===== src/hw/scs_params.svh =====
`ifndef SCS_PARAMS_SVH
`define SCS_PARAMS_SVH

// ----------------------------------------------------------------
// Timing
// ----------------------------------------------------------------
`define SCS_CLK_MHZ          125
`define SCS_TICK_MS          1
`define SCS_TICK_CYCLES      (`SCS_TICK_MS * 1000 * `SCS_CLK_MHZ)
`define SCS_FAIL_PULSE_MS    200
`define SCS_TIMEOUT_UNIT_MS  20'h00064

// ----------------------------------------------------------------
// Arithmetic constants
// ----------------------------------------------------------------
`define SCS_SQRT3_NUM        27'h00006ed
`define SCS_SQRT3_SHIFT      10
`define SCS_ANGLE_30DEG      16'h1555
`define SCS_LEAD_NUM         34'h0000010c7
`define SCS_LEAD_SHIFT       16
`define SCS_FREQ_MIN_MHZ     16'hb3b0
`define SCS_FREQ_MAX_MHZ     16'hfa00

// ----------------------------------------------------------------
// Register offsets
// ----------------------------------------------------------------
`define SCS_OFF_CTRL         8'h00
`define SCS_OFF_DEAD         8'h04
`define SCS_OFF_LIVE         8'h08
`define SCS_OFF_DF           8'h0c
`define SCS_OFF_DV           8'h10
`define SCS_OFF_ANG          8'h14
`define SCS_OFF_CB           8'h18
`define SCS_OFF_TIMEOUT      8'h1c
`define SCS_OFF_STATUS       8'h20
`define SCS_OFF_MASK         8'h24
`define SCS_OFF_STATE        8'h28

// ----------------------------------------------------------------
// Control fields and status layout
// ----------------------------------------------------------------
`define SCS_CTRL_SMODE_LSB   0
`define SCS_CTRL_VMODE_LSB   2
`define SCS_CTRL_PAIR_BIT    5
`define SCS_CTRL_REFN_BIT    6
`define SCS_CTRL_YN_BIT      7
`define SCS_CTRL_ZN_BIT      8
`define SCS_ST_CLOSE_LSB     0
`define SCS_ST_FAIL_LSB      2

// ----------------------------------------------------------------
// Reset values
// ----------------------------------------------------------------
`define SCS_RST_CTRL         9'h008
`define SCS_RST_DEAD         16'h00c8
`define SCS_RST_LIVE         16'h0320
`define SCS_RST_DF           10'h032
`define SCS_RST_DV           16'h0064
`define SCS_RST_ANG          16'h0e39
`define SCS_RST_CB           10'h064
`define SCS_RST_TIMEOUT      13'h0064

`endif


===== src/hw/scs_pkg.sv =====
package scs_pkg;

  typedef enum logic [1:0] {
    SCS_SMODE_OFF,
    SCS_SMODE_WINDOW,
    SCS_SMODE_ZERO
  } scs_smode_t;

  typedef enum logic [1:0] {
    SCS_ST_IDLE,
    SCS_ST_WAIT,
    SCS_ST_FAIL
  } scs_stage_st_t;

  typedef struct packed {
    logic [15:0] mag;
    logic [15:0] angle;
  } scs_conv_state_t;

  typedef struct packed {
    scs_stage_st_t st;
    logic [19:0]   ms_cnt;
    logic          close;
    logic [15:0]   prev_pred;
  } scs_stage_t;

  typedef struct packed {
    logic [8:0]        ctrl;
    logic [15:0]       dead_lim;
    logic [15:0]       live_lim;
    logic [9:0]        df_lim;
    logic [15:0]       dv_lim;
    logic [15:0]       ang_lim;
    logic [9:0]        cb_ms;
    logic [12:0]       timeout;
    logic [3:0]        status;
    logic [3:0]        mask;
    logic [31:0]       rdata;
    logic [16:0]       ms_div;
    scs_stage_t [1:0]  stage;
  } scs_top_state_t;

endpackage


===== src/hw/scs_line_conv.sv =====
`timescale 1ns/100ps
`include "scs_params.svh"

// Converts one measured input to its A-B line-to-line equivalent
module scs_line_conv (
  input  wire logic        clk_in,
  input  wire logic        rst_n_in,
  input  wire logic [15:0] mag_in,
  input  wire logic [15:0] angle_in,
  input  wire logic        neutral_in,
  output logic [15:0]      line_mag_out,
  output logic [15:0]      line_angle_out
);

  scs_pkg::scs_conv_state_t cur_reg;
  scs_pkg::scs_conv_state_t cur_next;
  logic [26:0]              prod;

  assign prod = 27'(mag_in) * `SCS_SQRT3_NUM;

  always_comb begin
    cur_next = cur_reg;
    if (neutral_in) begin
      // A-N phasor scaled by root three, advanced 30 degrees
      cur_next.mag   = (|prod[26:26]) ? 16'hffff : prod[25:10];
      cur_next.angle = angle_in + `SCS_ANGLE_30DEG;
    end else begin
      cur_next.mag   = mag_in;
      cur_next.angle = angle_in;
    end
  end

  always_ff @(posedge clk_in or negedge rst_n_in) begin
    if (!rst_n_in) begin
      cur_reg <= '0;
    end else begin
      cur_reg <= cur_next;
    end
  end

  assign line_mag_out   = cur_reg.mag;
  assign line_angle_out = cur_reg.angle;

endmodule


===== src/hw/scs_top.sv =====
`timescale 1ns/100ps
`include "scs_params.svh"

// How it works
// Synchronism always uses the A-B line voltage, derived from A-N when needed.
// Stage one compares reference line voltage with second-side line voltage.
// Stage two compares reference/second side or second/third side, selectable.
// Neutral second and third inputs are converted to A-B line equivalents.
// Mode off: only the dead/live voltage criterion decides synchronism.
// Window mode: all three criteria; close aimed at entering angle limit.
// Zero mode: all three criteria; close aimed at zero phase difference.
// Close is advanced by a lead from slip and breaker closing time.
// Voltage code: first letter reference side, second letter comparison side.
// Dead side qualifies only below the dead-voltage limit.
// Live side qualifies only above the live-voltage limit.
// Request output stands from start until synchronism or timeout.
// Timeout without synchronism gives a fixed 200 ms fail pulse.
// Bypass input skips all checks and declares synchronism.
// Frequency/phase checking needs both sides live and all differences in limit.
// Combined voltage selection is met when any listed pair is met.
// OK output follows synchronism combinationally, regardless of requests.
module scs_top #(
  parameter int TICK_CYCLES   = `SCS_TICK_CYCLES,
  parameter int FAIL_PULSE_MS = `SCS_FAIL_PULSE_MS
) (
  input  wire logic        MCLK_IN,
  input  wire logic        RST_N_IN,
  input  wire logic [7:0]  REG_ADDR_IN,
  input  wire logic [31:0] REG_WDATA_IN,
  input  wire logic        REG_WR_IN,
  input  wire logic        REG_RD_IN,
  output logic [31:0]      REG_RDATA_OUT,
  input  wire logic [15:0] REF_MAG_IN,
  input  wire logic [15:0] REF_FREQ_IN,
  input  wire logic [15:0] REF_ANGLE_IN,
  input  wire logic [15:0] SECOND_MAG_IN,
  input  wire logic [15:0] SECOND_FREQ_IN,
  input  wire logic [15:0] SECOND_ANGLE_IN,
  input  wire logic [15:0] THIRD_MAG_IN,
  input  wire logic [15:0] THIRD_FREQ_IN,
  input  wire logic [15:0] THIRD_ANGLE_IN,
  input  wire logic [1:0]  CLOSE_REQ_IN,
  input  wire logic [1:0]  BYPASS_IN,
  output logic [1:0]       REQUEST_OUT,
  output logic [1:0]       OK_OUT,
  output logic [1:0]       FAIL_OUT,
  output logic [1:0]       CLOSE_CMD_OUT,
  output logic             IRQ_OUT
);

  // ----------------------------------------------------------------
  // State
  // ----------------------------------------------------------------
  localparam scs_pkg::scs_top_state_t RST_STATE = '{
    ctrl:     `SCS_RST_CTRL,
    dead_lim: `SCS_RST_DEAD,
    live_lim: `SCS_RST_LIVE,
    df_lim:   `SCS_RST_DF,
    dv_lim:   `SCS_RST_DV,
    ang_lim:  `SCS_RST_ANG,
    cb_ms:    `SCS_RST_CB,
    timeout:  `SCS_RST_TIMEOUT,
    default:  '0
  };

  scs_pkg::scs_top_state_t cur_reg;
  scs_pkg::scs_top_state_t cur_next;

  logic [15:0]      in_mag   [3];
  logic [15:0]      in_angle [3];
  logic [15:0]      in_freq  [3];
  logic [2:0]       in_neut;
  logic [15:0]      line_mag   [3];
  logic [15:0]      line_angle [3];
  logic [1:0]       smode;
  logic [2:0]       vmode;
  logic             pair_yz;
  logic             tick;
  logic [19:0]      timeout_ms;
  logic [1:0]       sync_met;
  logic [15:0]      pred [2];

  assign smode   = cur_reg.ctrl[`SCS_CTRL_SMODE_LSB +: 2];
  assign vmode   = cur_reg.ctrl[`SCS_CTRL_VMODE_LSB +: 3];
  assign pair_yz = cur_reg.ctrl[`SCS_CTRL_PAIR_BIT];
  assign in_neut = {cur_reg.ctrl[`SCS_CTRL_ZN_BIT], cur_reg.ctrl[`SCS_CTRL_YN_BIT],
                    cur_reg.ctrl[`SCS_CTRL_REFN_BIT]};

  assign in_mag[0]   = REF_MAG_IN;
  assign in_mag[1]   = SECOND_MAG_IN;
  assign in_mag[2]   = THIRD_MAG_IN;
  assign in_angle[0] = REF_ANGLE_IN;
  assign in_angle[1] = SECOND_ANGLE_IN;
  assign in_angle[2] = THIRD_ANGLE_IN;
  assign in_freq[0]  = REF_FREQ_IN;
  assign in_freq[1]  = SECOND_FREQ_IN;
  assign in_freq[2]  = THIRD_FREQ_IN;

  assign tick       = cur_reg.ms_div == 17'(TICK_CYCLES - 1);
  assign timeout_ms = 20'(cur_reg.timeout) * `SCS_TIMEOUT_UNIT_MS;

  // ----------------------------------------------------------------
  // Line-to-line equivalents of all three inputs
  // ----------------------------------------------------------------
  for (genvar c = 0; c < 3; c++) begin : g_conv
    scs_line_conv u_conv (
      .clk_in         (MCLK_IN),
      .rst_n_in       (RST_N_IN),
      .mag_in         (in_mag[c]),
      .angle_in       (in_angle[c]),
      .neutral_in     (in_neut[c]),
      .line_mag_out   (line_mag[c]),
      .line_angle_out (line_angle[c])
    );
  end

  // ----------------------------------------------------------------
  // Per-stage synchronism evaluation
  // ----------------------------------------------------------------
  for (genvar s = 0; s < 2; s++) begin : g_stage
    logic [1:0]  ia;
    logic [1:0]  ib;
    logic        vmet;
    logic        both_live;
    logic [16:0] slip;
    logic [16:0] slip_abs;
    logic        slip_ok;
    logic [15:0] dv;
    logic        dv_ok;
    logic        freq_ok;
    logic [33:0] lead_prod;
    logic [15:0] lead_mag;
    logic [15:0] lead;
    logic [15:0] phase;
    logic [15:0] pred_abs;
    logic        in_win;
    logic        zero_cross;
    logic        fp_met;

    // Stage one fixed; stage two selectable pair
    assign ia = (s == 1 && pair_yz) ? 2'h1 : 2'h0;
    assign ib = (s == 1 && pair_yz) ? 2'h2 : 2'h1;

    scs_volt_check u_vchk (
      .ref_mag_in    (line_mag[ia]),
      .cmp_mag_in    (line_mag[ib]),
      .dead_lim_in   (cur_reg.dead_lim),
      .live_lim_in   (cur_reg.live_lim),
      .vmode_in      (vmode),
      .vmet_out      (vmet),
      .both_live_out (both_live)
    );

    assign slip     = {1'b0, in_freq[ia]} - {1'b0, in_freq[ib]};
    assign slip_abs = slip[16] ? 17'(-slip) : slip;
    assign slip_ok  = slip_abs <= 17'(cur_reg.df_lim);
    assign dv       = (line_mag[ia] > line_mag[ib]) ? line_mag[ia] - line_mag[ib]
                                                     : line_mag[ib] - line_mag[ia];
    assign dv_ok    = dv <= cur_reg.dv_lim;
    assign freq_ok  = in_freq[ia] >= `SCS_FREQ_MIN_MHZ && in_freq[ia] <= `SCS_FREQ_MAX_MHZ &&
                      in_freq[ib] >= `SCS_FREQ_MIN_MHZ && in_freq[ib] <= `SCS_FREQ_MAX_MHZ;

    // Angle travelled during breaker closing time
    assign lead_prod = 34'(slip_abs[9:0]) * 34'(cur_reg.cb_ms) * `SCS_LEAD_NUM;
    assign lead_mag  = (|lead_prod[33:32]) ? 16'hffff : lead_prod[31:16];
    assign lead      = slip[16] ? 16'(-lead_mag) : lead_mag;

    assign phase    = line_angle[ia] - line_angle[ib];
    assign pred[s]  = phase + lead;
    assign pred_abs = pred[s][15] ? 16'(-pred[s]) : pred[s];
    assign in_win   = pred_abs <= cur_reg.ang_lim;
    assign zero_cross = (pred[s] == 16'h0000) ||
                        (pred[s][15] != cur_reg.stage[s].prev_pred[15]);

    assign fp_met = both_live & slip_ok & dv_ok & freq_ok & in_win &
                    ((smode == 2'(scs_pkg::SCS_SMODE_ZERO)) ? zero_cross : 1'b1);

    assign sync_met[s] = BYPASS_IN[s] |
                         ((smode == 2'(scs_pkg::SCS_SMODE_WINDOW) ||
                           smode == 2'(scs_pkg::SCS_SMODE_ZERO)) ? fp_met : vmet);
  end

  // ----------------------------------------------------------------
  // Next state
  // ----------------------------------------------------------------
  always_comb begin
    logic [3:0] set_ev;
    set_ev   = 4'h0;
    cur_next = cur_reg;

    cur_next.ms_div = tick ? 17'h00000 : cur_reg.ms_div + 17'h00001;

    for (int s = 0; s < 2; s++) begin
      cur_next.stage[s].close     = 1'b0;
      cur_next.stage[s].prev_pred = pred[s];
      unique case (cur_reg.stage[s].st)
        scs_pkg::SCS_ST_IDLE: begin
          if (CLOSE_REQ_IN[s]) begin
            cur_next.stage[s].st     = scs_pkg::SCS_ST_WAIT;
            cur_next.stage[s].ms_cnt = 20'h00000;
          end
        end
        scs_pkg::SCS_ST_WAIT: begin
          if (sync_met[s]) begin
            cur_next.stage[s].st    = scs_pkg::SCS_ST_IDLE;
            cur_next.stage[s].close = 1'b1;
            set_ev[`SCS_ST_CLOSE_LSB + s] = 1'b1;
          end else if (cur_reg.stage[s].ms_cnt >= timeout_ms) begin
            cur_next.stage[s].st     = scs_pkg::SCS_ST_FAIL;
            cur_next.stage[s].ms_cnt = 20'h00000;
            set_ev[`SCS_ST_FAIL_LSB + s] = 1'b1;
          end else if (tick) begin
            cur_next.stage[s].ms_cnt = cur_reg.stage[s].ms_cnt + 20'h00001;
          end
        end
        scs_pkg::SCS_ST_FAIL: begin
          if (cur_reg.stage[s].ms_cnt >= 20'(FAIL_PULSE_MS)) begin
            cur_next.stage[s].st = scs_pkg::SCS_ST_IDLE;
          end else if (tick) begin
            cur_next.stage[s].ms_cnt = cur_reg.stage[s].ms_cnt + 20'h00001;
          end
        end
        default: begin
          cur_next.stage[s].st = scs_pkg::SCS_ST_IDLE;
        end
      endcase
    end

    // Register writes; new events win over a write-one clear
    cur_next.status = cur_reg.status | set_ev;
    if (REG_WR_IN) begin
      unique case (REG_ADDR_IN)
        `SCS_OFF_CTRL:    cur_next.ctrl     = REG_WDATA_IN[8:0];
        `SCS_OFF_DEAD:    cur_next.dead_lim = REG_WDATA_IN[15:0];
        `SCS_OFF_LIVE:    cur_next.live_lim = REG_WDATA_IN[15:0];
        `SCS_OFF_DF:      cur_next.df_lim   = REG_WDATA_IN[9:0];
        `SCS_OFF_DV:      cur_next.dv_lim   = REG_WDATA_IN[15:0];
        `SCS_OFF_ANG:     cur_next.ang_lim  = REG_WDATA_IN[15:0];
        `SCS_OFF_CB:      cur_next.cb_ms    = REG_WDATA_IN[9:0];
        `SCS_OFF_TIMEOUT: cur_next.timeout  = REG_WDATA_IN[12:0];
        `SCS_OFF_STATUS:  cur_next.status   = (cur_reg.status & ~REG_WDATA_IN[3:0]) | set_ev;
        `SCS_OFF_MASK:    cur_next.mask     = REG_WDATA_IN[3:0];
        default:          cur_next.ctrl     = cur_reg.ctrl;
      endcase
    end

    // Read data valid only in the cycle after the strobe
    cur_next.rdata = 32'h00000000;
    if (REG_RD_IN) begin
      unique case (REG_ADDR_IN)
        `SCS_OFF_CTRL:    cur_next.rdata = 32'(cur_reg.ctrl);
        `SCS_OFF_DEAD:    cur_next.rdata = 32'(cur_reg.dead_lim);
        `SCS_OFF_LIVE:    cur_next.rdata = 32'(cur_reg.live_lim);
        `SCS_OFF_DF:      cur_next.rdata = 32'(cur_reg.df_lim);
        `SCS_OFF_DV:      cur_next.rdata = 32'(cur_reg.dv_lim);
        `SCS_OFF_ANG:     cur_next.rdata = 32'(cur_reg.ang_lim);
        `SCS_OFF_CB:      cur_next.rdata = 32'(cur_reg.cb_ms);
        `SCS_OFF_TIMEOUT: cur_next.rdata = 32'(cur_reg.timeout);
        `SCS_OFF_STATUS:  cur_next.rdata = 32'(cur_reg.status);
        `SCS_OFF_MASK:    cur_next.rdata = 32'(cur_reg.mask);
        `SCS_OFF_STATE:   cur_next.rdata = 32'({FAIL_OUT, sync_met, REQUEST_OUT});
        default:          cur_next.rdata = 32'h00000000;
      endcase
    end
  end

  always_ff @(posedge MCLK_IN or negedge RST_N_IN) begin
    if (!RST_N_IN) begin
      cur_reg <= RST_STATE;
    end else begin
      cur_reg <= cur_next;
    end
  end

  // ----------------------------------------------------------------
  // Outputs
  // ----------------------------------------------------------------
  for (genvar s = 0; s < 2; s++) begin : g_out
    assign REQUEST_OUT[s]   = cur_reg.stage[s].st == scs_pkg::SCS_ST_WAIT;
    assign FAIL_OUT[s]      = cur_reg.stage[s].st == scs_pkg::SCS_ST_FAIL;
    assign CLOSE_CMD_OUT[s] = cur_reg.stage[s].close;
  end

  assign OK_OUT        = sync_met;
  assign REG_RDATA_OUT = cur_reg.rdata;
  assign IRQ_OUT       = |(cur_reg.status & cur_reg.mask);

endmodule


===== src/hw/scs_volt_check.sv =====
`timescale 1ns/100ps

// Dead/live voltage criterion for one reference/comparison pair
module scs_volt_check (
  input  wire logic [15:0] ref_mag_in,
  input  wire logic [15:0] cmp_mag_in,
  input  wire logic [15:0] dead_lim_in,
  input  wire logic [15:0] live_lim_in,
  input  wire logic [2:0]  vmode_in,
  output logic             vmet_out,
  output logic             both_live_out
);

  logic ref_dead;
  logic ref_live;
  logic cmp_dead;
  logic cmp_live;

  assign ref_dead = ref_mag_in < dead_lim_in;
  assign cmp_dead = cmp_mag_in < dead_lim_in;
  assign ref_live = ref_mag_in > live_lim_in;
  assign cmp_live = cmp_mag_in > live_lim_in;

  // First letter reference side, second letter comparison side
  assign vmet_out = (vmode_in[0] & ref_dead & cmp_dead) |
                    (vmode_in[1] & ref_dead & cmp_live) |
                    (vmode_in[2] & ref_live & cmp_dead);

  assign both_live_out = ref_live & cmp_live;

endmodule


===== config.mk =====
export PLATFORM = sky130hd
export DESIGN_NAME = scs_top
export DESIGN_NICKNAME = d
export VERILOG_FILES = /design/src/hw/scs_pkg.sv /design/src/hw/scs_line_conv.sv /design/src/hw/scs_top.sv /design/src/hw/scs_volt_check.sv
export VERILOG_INCLUDE_DIRS = /design/src /design/src/hw
export SDC_FILE = /design/constraint.sdc
export NUM_CORES = 2
export LEC_CHECK = 0
export BUFFER_PORTS_ARGS = -buffer_cell sky130_fd_sc_hd__buf_2
export CORE_ASPECT_RATIO = 0.9
export CORE_MARGIN = 5
export CORE_UTILIZATION = 55
export CTS_CLUSTER_SIZE = 40
export DETAILED_ROUTE_END_ITERATION = 6
export PLACE_DENSITY = 0.72
export RECOVER_POWER = 50
export SYNTH_ARGS = -nofsm -noshare
export SYNTH_HDL_FRONTEND = slang
export SYNTH_HIERARCHICAL = 1
export SYNTH_SLANG_ARGS = --single-unit

===== constraint.sdc =====
create_clock -name MCLK_IN -period 30.1 [get_ports MCLK_IN]
set_clock_uncertainty 0.05 [all_clocks]
set_input_delay 0 -clock MCLK_IN [delete_from_list [all_inputs] [get_ports MCLK_IN]]
set_output_delay 0 -clock MCLK_IN [all_outputs]
set_load 0.05 [all_outputs]

==> impl_metrics.yaml <==
worst_setup_path:
  start_kind: "register"
  crit_type: "register to register"
  cp_slowest_cell: "xnor2_1"
  cp_max_fo: 38
  cp.arrival_ns: 24.02
  endpoint_kind: "register"
  crit_top_cell: "o21ai_0"
  crit_path_start: "cur_reg[237]$_DFFE_PN0P_"
  r2r-start: "cur_reg[237]$_DFFE_PN0P_"
  cp.required_ns: 30.48
  critical-path-max-stage-delay_ns: 0.80
routing:
  detail-route-antenna-nets: 0
  drt-total-wl_um: 159500
  drtIter0Drc: 3586
  drt-pass1-iter-count: 7
  avgRoutedWirePerCell_um: 19.58
  drc: 0
  vias_per_cell: 5.898
  vias: 48060
floorplan:
  die_area_mm2: 0.1105
  io_pins: 233
  die_height_um: 315.9
  rows: 112
  start_util: 0.5530
  coreArea_mm2: 0.1034
  fp.dieW_um: 349.9
place:
  globalplace.congestion: 1.013
  io_buffers: 200
  dp.final_hpwl_um: 130500
clocking:
  numCtsBuffers: 36
  clkSinkCount: 291
  htree_levels: 2
  post_cts_buffers: 0
  cts.path.max_buffers: 3
  cts_root_buf: "clkbuf_16"
  clk_pin_slew_worst_paths_ns: 0.06
  cts_tree: "built"
  clock_latency_ns: 0.58
global_route:
  antenna_found_initial: 16
  track_usage: 0.2875
  grt_max_degree: 170
  grt_overflow_total: 0
  grt_pass1_vias: 48310
  grt_pass1_wl_um: 256300
synthesis:
  syn_area_mm2: 0.05719
  syn_area_per_cell_um2: 8.790
  synth-edff-count: 0
  ys_seq_area_frac: 0.1279
  synth_seq_cells: 291
  synthDistinctLibCells: 118
  synth_flop_cell: "dfrtp_1"
  async_flop_share: 1.000
  syn-instance-count: 6507
  yosysWarnings: 6
sta:
  worst_pin_slew_ns: 9.127
  fin_tns_setup_ns: 0
  period_share: 0.7855
  maxSlewViolCount: 344
  maxSlewHeadroom: -5.084
  final-hold-violation-count: 0
  rsz0062_at_grt: "no"
  max_freq_mhz: 42.29
  setup_viol: 0
  period_needed_ns: 23.64
finish:
  syn2layout_area_growth_pct: 8.394
  largest_register_ffs: 177
  nets: 8455
  layout-drive-gt1-share: 0.08257
  fillCellCount: 8937
hold_path:
  hp-class: "input port to register"
  worstHoldStart: "REG_ADDR_IN[1]"
run_status:
  violations: "max-capacitance violations, max-slew violations"
  status: "complete, but fails checks"
run:
  cap_viol_max_count: 4
## final timing paths
path | slack (ns) | to | cells after the start
setup / recovery | 6.46 | cur_reg[69]$_DFFE_PN0P_ | 82
hold / removal | 0.10 | cur_reg[131]$_DFF_PN0_ | 5
setup reg to reg | 6.46 | cur_reg[69]$_DFFE_PN0P_ | 82
hold reg to reg | 0.43 | cur_reg[78]$_DFF_PN0_ | 1
max in group asynchronous | 18.86 | cur_reg[237]$_DFFE_PN0P_ | 4
min in group asynchronous | 0.99 | cur_reg[168]$_DFFE_PN1P_ | 3
## per-stage QoR
step	hold slack (ns)	setup WS, ns	instances	instance area (um^2)	utilization
6_report	0.1035	6.456	8149	62000	0.5995
5_1_grt	0.1039	4.800	8144	61980	0.5993
4_1_cts	0.04916	6.630	8138	62060	0.6001
3_5_place_dp	-0.07990	6.730	7914	59270	0.5731
3_3_place_gp	-0.07942	6.979	7914	59270	0.5731
2_1_floorplan	-0.3456	9.031	6522	57250	-
## cell usage after synthesis, types with 122 or more instances
cell | instances | area, um^2
mux2_2 | 152 | 1712
xor2_1 | 153 | 1340
dfrtp_1 | 265 | 6631
ha_1 | 1017 | 12720
nand3_1 | 122 | 610.6
a21oi_1 | 346 | 1732
fa_1 | 503 | 10070
nor2_1 | 300 | 1126
clkbuf_1 | 149 | 559.3
nand2_1 | 397 | 1490
xnor2_1 | 176 | 1541
inv_1 | 1166 | 4377
a21o_1 | 166 | 1246
o21ai_0 | 213 | 1066
## worst max-delay path: cells and delay by family, from the launching register on
| kind | cells | cell delay, ns |
|---|---|---|
| flip-flops | 1 | 0.75 |
| XOR/XNOR | 4 | 1.73 |
| multiplexers | 2 | 0.57 |
| AND/OR/NAND/NOR | 11 | 3.12 |
| AO/OA/AOI/OAI | 37 | 9.31 |
| adder cells (fa/ha/maj) | 17 | 6.75 |
| buffers and inverters | 11 | 1.14 |
## cell usage in the layout, fill, tap and decap left out, types with 176 or more instances in the layout
cell,n
buf_2,178
nand2_1,397
nor2_1,300
fa_1,503
ha_1,1017
a21oi_1,345
inv_1,1166
o21ai_0,213
dfrtp_1,264
xnor2_1,176
## layout make-up
cell class	count	area [um^2]	share of cell area
Clock buffer	46	988.4	0.01594
Clock inverter	19	193.9	0.003128
Timing Repair Buffer	395	2814	0.04539
Multi-Input combinational cell	4852	44560	0.7188
Inverter	1167	4380	0.07066
Sequential cell	291	7318	0.1180
Tap cell	1368	1712	0.02761
Antenna cell	11	27.53	0.0004440
## layer usage
metal | up-vias | GRT usage | routed length, um
li1 | 22610 | - | -
met1 | 23340 | 0.3820 | 67360
met2 | 1689 | 0.4779 | 73560
met3 | 406 | 0.04850 | 12330
met4 | 10 | 0.09967 | 6198
met5 | - | 0 | 75
## what timing repair did
| item | in CTS | in global routing |
|---|---|---|
| endpoints found under the hold margin | 287 | 0 |
| resized for setup | 0 | 0 |
| hold buffers | 159 | 0 |
## cell families (layout without fill, tap and decap cells)
logic type,count (synthesis),count (layout),synth area share
xor gates and xnor gates,333,333,0.05172
AOI/OAI and AO/OA,1370,1370,0.1639
DFF,291,291,0.1279
and+or+nand+nor,1397,1397,0.1222
other,1,27,0.00006557
buffers and inverters,1379,1627,0.09429
muxes,216,216,0.04146
adders and majority gates,1520,1520,0.3985
Power is not shown: default switching activity piles up to over one toggle a cycle in this logic, so the estimate is an artifact.
